===== src/logic/wdc_pkg.sv =====
// wdc_pkg: register map, field positions and reset values of the watchdog
// assumes a 32-bit APB slave with one aligned word per register
`default_nettype none
package wdc_pkg;
	localparam int CNT_W = 24;
	localparam int DIV_W = 9;
	localparam int NSCR  = 8;
	localparam logic [7:0] OFS_CTRL   = 8'h00;
	localparam logic [7:0] OFS_LOAD   = 8'h04;
	localparam logic [7:0] OFS_COUNT  = 8'h08;
	localparam logic [7:0] OFS_CAUSE  = 8'h0c;
	localparam logic [7:0] OFS_TICK   = 8'h10;
	localparam logic [7:0] OFS_BPC    = 8'h14;
	localparam logic [7:0] OFS_BSP    = 8'h18;
	localparam logic [7:0] OFS_ISTAT  = 8'h1c;
	localparam logic [7:0] OFS_IEN    = 8'h20;
	localparam logic [7:0] OFS_ICLR   = 8'h24;
	localparam logic [7:0] OFS_SCR0   = 8'h40;
	localparam logic [7:0] OFS_SCRMSK = 8'he0;
	localparam int CTRL_EN    = 0;
	localparam int CTRL_PAUSE = 1;
	localparam int CTRL_FORCE = 2;
	localparam int CAUSE_TMO  = 0;
	localparam int CAUSE_FRC  = 1;
	localparam int TICK_EN    = DIV_W;
	localparam int TICK_RUN   = DIV_W + 1;
	localparam int EV_TMO     = 0;
	localparam int EV_FRC     = 1;
	localparam int EV_RELOAD  = 2;
	localparam int NEV        = 3;
	localparam logic [DIV_W-1:0] RST_DIV  = 9'h00c;
	localparam logic [CNT_W-1:0] RST_LOAD = 24'hffffff;
endpackage
`default_nettype wire


===== src/logic/wdc_top.sv =====
// wdc_top: watchdog countdown with crystal-derived tick, cause and boot vector
// assumes APB on MCLK; XOSC_IN and DBG_HALT arrive asynchronously from pins
//
// What this block does
// counter decrements per tick, zero restarts chip
// update write reloads counter with load value
// crystal divided by programmable count gives tick
// counter advances exactly once per generated tick
// software keeps timeout at most 8388 ms
// pause option stops counting during debug halt
// cause reads true after timeout or force
// cause false since power-on reset only
// software marks scratch 4, reboot keeps it; only NRST clears it
// zero boot pc means standard boot
// current count readable as remaining microseconds
// force triggers reset, enable gates timeouts
`default_nettype none
module wdc_top #(
	parameter int CNT_W = wdc_pkg::CNT_W,
	parameter int DIV_W = wdc_pkg::DIV_W
) (
	input  wire logic        MCLK,
	input  wire logic        NRST,
	input  wire logic        CE,
	input  wire logic        XOSC_IN,
	input  wire logic        DBG_HALT,
	input  wire logic        PSEL,
	input  wire logic        PENABLE,
	input  wire logic        PWRITE,
	input  wire logic [7:0]  PADDR,
	input  wire logic [31:0] PWDATA,
	output logic      [31:0] PRDATA,
	output logic             PREADY,
	output logic             PSLVERR,
	output logic             CHIP_RESTART,
	output logic             BOOT_JUMP,
	output logic      [31:0] BOOT_PC,
	output logic      [31:0] BOOT_SP,
	output logic             IRQ
);
	typedef struct packed {
		logic [2:0]               xs;
		logic [1:0]               ds;
		logic [DIV_W-1:0]         div;
		logic                     tick_en;
		logic [DIV_W-1:0]         dcnt;
		logic                     en;
		logic                     pause;
		logic [CNT_W-1:0]         load;
		logic [CNT_W-1:0]         cnt;
		logic [1:0]               cause;
		logic [31:0]              bpc;
		logic [31:0]              bsp;
		logic [wdc_pkg::NEV-1:0]  istat;
		logic [wdc_pkg::NEV-1:0]  ien;
		logic [wdc_pkg::NSCR-1:0][31:0] scr;
		logic [31:0]              prdata;
		logic                     pready;
		logic                     pslverr;
		logic                     restart;
		logic                     jump;
		logic [31:0]              opc;
		logic [31:0]              osp;
		logic                     irq;
	} wdc_state_t;

	wdc_state_t s;
	wdc_state_t next_s;

	logic tick;
	logic wr;
	logic xedge;
	logic count_ok;
	logic fire_tmo;
	logic fire_frc;
	logic [wdc_pkg::NEV-1:0] ev;
	logic [2:0] sidx;

	always_comb begin
		next_s = s;
		// xs[0] feeds only xs[1]; edge taken between the second and third flop
		next_s.xs = {s.xs[1:0], XOSC_IN};
		next_s.ds = {s.ds[0], DBG_HALT};
		xedge = s.xs[1] & ~s.xs[2];
		tick = 1'b0;
		if (!s.tick_en || s.div == '0) begin
			next_s.dcnt = '0;
		end else if (xedge) begin
			if (s.dcnt >= s.div - DIV_W'(1)) begin
				next_s.dcnt = '0;
				tick = 1'b1;
			end else begin
				next_s.dcnt = s.dcnt + DIV_W'(1);
			end
		end

		wr = PSEL & PENABLE & s.pready & PWRITE;
		sidx = PADDR[4:2];
		fire_frc = 1'b0;
		ev = '0;

		// pausing only holds the count; a pending reload still applies
		count_ok = s.en & ~(s.pause & s.ds[1]);
		if (count_ok && tick && s.cnt != '0) begin
			next_s.cnt = s.cnt - CNT_W'(1);
		end
		fire_tmo = s.en & (s.cnt == '0);

		if (wr) begin
			case (PADDR)
				wdc_pkg::OFS_CTRL: begin
					next_s.en = PWDATA[wdc_pkg::CTRL_EN];
					next_s.pause = PWDATA[wdc_pkg::CTRL_PAUSE];
					fire_frc = PWDATA[wdc_pkg::CTRL_FORCE];
					if (PWDATA[wdc_pkg::CTRL_EN] && !s.en) begin
						next_s.cnt = s.load;
					end
				end
				wdc_pkg::OFS_LOAD: begin
					// update write: the written value becomes the load value and reloads the count
					next_s.load = PWDATA[CNT_W-1:0];
					next_s.cnt = PWDATA[CNT_W-1:0];
					ev[wdc_pkg::EV_RELOAD] = 1'b1;
				end
				wdc_pkg::OFS_TICK: begin
					next_s.div = PWDATA[DIV_W-1:0];
					next_s.tick_en = PWDATA[wdc_pkg::TICK_EN];
				end
				wdc_pkg::OFS_BPC: next_s.bpc = PWDATA;
				wdc_pkg::OFS_BSP: next_s.bsp = PWDATA;
				wdc_pkg::OFS_IEN: next_s.ien = PWDATA[wdc_pkg::NEV-1:0];
				wdc_pkg::OFS_ICLR: next_s.istat = s.istat & ~PWDATA[wdc_pkg::NEV-1:0];
				default: begin
					if ((PADDR & wdc_pkg::OFS_SCRMSK) == wdc_pkg::OFS_SCR0) begin
						next_s.scr[sidx] = PWDATA;
					end
				end
			endcase
		end

		next_s.restart = 1'b0;
		if (fire_tmo || fire_frc) begin
			next_s.restart = 1'b1;
			// the reboot clears the enable so the restart is a single pulse
			next_s.en = 1'b0;
			next_s.cnt = s.load;
			// cause survives everything but NRST, which is the power-on reset
			next_s.cause = {fire_frc, fire_tmo & ~fire_frc};
			next_s.jump = (s.bpc != '0);
			next_s.opc = s.bpc;
			next_s.osp = s.bsp;
			ev[wdc_pkg::EV_TMO] = fire_tmo & ~fire_frc;
			ev[wdc_pkg::EV_FRC] = fire_frc;
		end
		// a new event wins over a clear in the same cycle
		next_s.istat = next_s.istat | ev;
		next_s.irq = |(next_s.istat & s.ien);

		next_s.pready = PSEL & ~PENABLE & ~s.pready;
		if (PSEL && !PENABLE) begin
			next_s.pslverr = 1'b0;
			next_s.prdata = '0;
			case (PADDR)
				wdc_pkg::OFS_CTRL:
					next_s.prdata = {29'h0, 1'b0, s.pause, s.en};
				wdc_pkg::OFS_LOAD: next_s.prdata = 32'(s.load);
				wdc_pkg::OFS_COUNT: next_s.prdata = 32'(s.cnt);
				wdc_pkg::OFS_CAUSE: next_s.prdata = {30'h0, s.cause};
				wdc_pkg::OFS_TICK:
					next_s.prdata = {21'h0, count_ok, s.tick_en, s.div};
				wdc_pkg::OFS_BPC: next_s.prdata = s.bpc;
				wdc_pkg::OFS_BSP: next_s.prdata = s.bsp;
				wdc_pkg::OFS_ISTAT: next_s.prdata = 32'(s.istat);
				wdc_pkg::OFS_IEN: next_s.prdata = 32'(s.ien);
				wdc_pkg::OFS_ICLR: next_s.prdata = '0;
				default: begin
					if ((PADDR & wdc_pkg::OFS_SCRMSK) == wdc_pkg::OFS_SCR0) begin
						next_s.prdata = s.scr[sidx];
					end else begin
						next_s.pslverr = 1'b1;
					end
				end
			endcase
		end
	end

	always_ff @(posedge MCLK) begin
		if (!NRST) begin
			s <= '0;
			s.div <= wdc_pkg::RST_DIV;
			s.load <= wdc_pkg::RST_LOAD;
			s.cnt <= wdc_pkg::RST_LOAD;
		end else if (CE) begin
			s <= next_s;
		end
	end

	assign PRDATA = s.prdata;
	assign PREADY = s.pready;
	assign PSLVERR = s.pslverr;
	assign CHIP_RESTART = s.restart;
	assign BOOT_JUMP = s.jump;
	assign BOOT_PC = s.opc;
	assign BOOT_SP = s.osp;
	assign IRQ = s.irq;
endmodule
`default_nettype wire


===== config.mk =====
export PLATFORM = sky130hd
export DESIGN_NAME = wdc_top
export DESIGN_NICKNAME = d
export VERILOG_FILES = /design/src/logic/wdc_pkg.sv /design/src/logic/wdc_top.sv
export SDC_FILE = /design/constraint.sdc
export NUM_CORES = 1
export LEC_CHECK = 0
export ABC_AREA = 1
export BUFFER_PORTS_ARGS = -buffer_cell sky130_fd_sc_hd__buf_2
export CAP_MARGIN = 20
export CORE_MARGIN = 8
export CORE_UTILIZATION = 40
export CTS_CLUSTER_DIAMETER = 120
export DETAILED_ROUTE_END_ITERATION = 10
export PLACE_DENSITY = 0.6
export SYNTH_ARGS = -nofsm -noshare
export SYNTH_HDL_FRONTEND = slang
export SYNTH_SLANG_ARGS = --single-unit

===== constraint.sdc =====
create_clock -name MCLK -period 7.4 [get_ports MCLK]
set_input_delay 1.85 -clock MCLK [delete_from_list [all_inputs] [get_ports MCLK]]
set_output_delay 1.85 -clock MCLK [all_outputs]
set_load 0.03 [all_outputs]

==> results.py <==
metrics = {
    "sta": {
        "setup_viol": 0,
        "max_freq_mhz": 219,
        "setup_tns_ns": 0,
        "rsz0062_at_grt": "false",
        "drv_slew": 0,
        "relSlewSlack": 0.296,
        "period_minus_slack_ns": 4.57,
        "fin_crit_sh": 0.618,
        "skew_ns": 0.0283,
        "tightest_slew_ns": 1.05,
        "finalHoldViolCount": 0,
    },
    "global_route": {
        "grt_max_degree": 195,
        "grt_usage": 0.241,
        "grt_antenna_before_repair": 2,
        "grt_overflow": 0,
        "grt_pass1_vias": 20061,
        "grt_first_pass_wirelength_mm": 127,
    },
    "logic_synthesis": {
        "synth_top_family_by_area": "compound AO/OA/AOI/OAI gates",
        "yosysSeqAreaShare": 0.427,
        "yosys.area_share.simple": 0.176,
        "yosys_warnings": 0,
        "syn-instance-count": 3101,
        "synthXorXnorAreaFrac": 0.00780,
        "muxShareOfSynthArea": 0,
        "synthAdderAreaFrac": 0.00637,
        "avgSynthCellArea_um2": 7.61,
        "ys_seq_elements": 503,
        "synth_compound_area_frac": 0.260,
        "syn_area_um2": 23600,
        "syn-num-nets": 3161,
        "synthDistinctLibCells": 49,
    },
    "clocking": {
        "ctsResizeCount": 0,
        "numCtsBuffers": 55,
        "h-tree-depth": 2,
        "clk_latency_ns": 0.63,
        "holdBufCountCts": 0,
        "cts.path.max_buffers": 3,
        "clk_pin_slew_worst_paths_ns": 0.06,
        "post_cts_buffers": 0,
        "root_buffer": "clkbuf_16",
        "clock_sinks": 503,
        "cts_tree": "built",
    },
    "placed_design": {
        "port_buffers": 148,
        "place.detailed.hpwl_mm": 56.1,
        "gp_congestion": 0.942,
    },
    "layout": {
        "layout_commonest_cell": "dfxtp_1",
        "final_util": 0.438,
        "drive_gt1_frac": 0.123,
        "n_fill_cell": 5895,
        "area_delta_synth_final_pct": 9.06,
        "nets": 3078,
        "mostFrequentLayoutCells": "dfxtp_1, nand2_1, a21oi_1",
    },
    "setup_path": {
        "worstSetupPathType": "input pin to register",
        "r2r-end": "BOOT_PC[23]",
        "startpoint_type": "input pin",
        "path_max_fanout": 80,
        "crit_start": "PADDR[4]",
        "cp-end-kind": "register",
        "slowest_delay_ns": 0.63,
        "crit_top_cell": "nor2_4",
        "r2r_slack_ns": 3.54,
        "r2r-start": "s[429]",
        "slowest_stage": "nor2_8",
        "rr_worst_depth": 13,
        "cp-endpoint": "BOOT_PC[23]",
        "worstPathCellList": "buf_2 > buf_4 > clkinv_1 > nand2_1 > nor2_4 > inv_2 > nor2_4 > nand2_2 > nand2_4 > inv_4 > nor2_8 > buf_12 > o21ai_0 > a21oi_2",
        "cp.required_ns": 7.96,
        "arrival_ns": 5.13,
    },
    "run": {
        "drv_cap": 0,
    },
    "route": {
        "remaining_drc_errors": 0,
        "vias_per_cell": 5.65,
        "num_vias": 21664,
        "wirelength_mm": 84.2,
        "final_antenna_net_count": 0,
        "drt_iter0_drc": 2320,
        "dr.pass1.iters": 8,
        "routedWlPerCell_um": 21.9,
    },
    "status": {
        "status": "finished, final reports clean",
    },
    "power_and_ir_drop": {
        "pwr_density_cell_nw_per_um2": 234,
        "leakagePower_uw": 0.00996,
        "peakVddDrop_uv": 175,
    },
    "min_path": {
        "hp-class": "register to register",
    },
    "floorplanning": {
        "rows": 89,
        "dieArea_um2": 67000,
        "dieWidth_um": 259,
        "coreArea_um2": 58700,
        "fp.dieH_um": 259,
        "start_util": 0.402,
        "io_pins": 149,
    },
}
Yosys cell counts (all sizes together):
| cell type | count | area (µm²) |
|---|---|---|
| dfxtp | 503 | 10100 |
| nand2 | 457 | 1730 |
| a21oi | 349 | 1950 |
| nor2 | 288 | 1160 |
| o21ai | 280 | 1400 |
| inv | 264 | 998 |
| a211oi | 188 | 1420 |
| buf | 184 | 1320 |
| clkbuf | 137 | 514 |
| nand3 | 122 | 621 |
| o211ai | 55 | 413 |
| o22ai | 52 | 325 |
| nand4 | 47 | 300 |
| a22oi | 42 | 315 |
| nor3 | 29 | 245 |
| clkinv | 23 | 86.3 |
| xor2 | 18 | 158 |
| o221ai | 14 | 123 |
| a221oi | 12 | 105 |
| ha | 12 | 150 |
| nor4 | 8 | 50.1 |
| a31oi | 3 | 18.8 |
| o2111ai | 3 | 26.3 |
| xnor2 | 3 | 26.3 |
| and3 | 2 | 12.5 |
| o21a | 2 | 15.0 |
| a41oi | 1 | 8.76 |
| nand3b | 1 | 7.51 |
| nor3b | 1 | 7.51 |
| or2 | 1 | 6.26 |
area by class of cell:
type                    count  area [µm²]  area share
multi-input cells        1990       10600       0.413
flip-flops and latches    503       10100       0.391
clock buffers              81        1640      0.0636
inverters                 287        1090      0.0424
repair buffers            181        1020      0.0396
well taps                 773         967      0.0376
clock inverters            20         309      0.0120
diodes                      2        5.00    0.000195
worst min path at each step:
stage,startpoint,end,slack [ns],depth (start not counted)
3_5_place_dp,register,register,0.44,2
5_1_grt,register,register,0.46,2
3_3_place_gp,register,register,0.43,2
2_1_floorplan,register,register,0.42,2
4_1_cts,register,register,0.45,2
6_report,register,register,0.45,2
through the flow:
step / instance area [µm²] / hold WS (ns) / total power, µW / instances / worst slack, ns
detailed placement: 23800 / 0.440 / 3120 / 3734 / 2.24
global route: 25700 / 0.463 / 6190 / 3837 / 2.53
floorplan: 23600 / 0.424 / 2990 / 3101 / 4.03
global placement: 23800 / 0.432 / 3110 / 3734 / 2.28
CTS: 25700 / 0.450 / 6040 / 3835 / 2.89
finish: 25700 / 0.447 / 6010 / 3837 / 2.83
report_power, final:
| group | switching [µW] | total [µW] | internal, µW |
|---|---|---|---|
| Clock | 1180 | 2950 | 1770 |
| Combinational | 245 | 312 | 66.7 |
| Sequential | 26.8 | 2750 | 2730 |
logic make-up (layout without fill, tap and decap cells):
family | after synthesis | in the layout
XOR/XNOR | 21 | 21
other | 0 | 2
AO/OA/AOI/OAI | 1001 | 1001
AND/OR/NAND/NOR | 956 | 956
buffers and inverters | 608 | 569
adder cells (fa/ha/maj) | 12 | 12
flip-flops | 503 | 503
critical path: cells and delay by family:
family	cells	cell delay, ns
buffers and inverters	6	1.30
AND/OR/NAND/NOR	6	1.56
AO/OA/AOI/OAI	2	0.34
layer usage:
layer	track usage	part of all wire	vias to the layer above
li1	-	-	10384
met1	0.333	0.44	10251
met2	0.375	0.45	897
met3	0.0429	0.081	132
met4	0.0833	0.032	0
met5	0	0	-
Power figures use the tool's default switching activity.
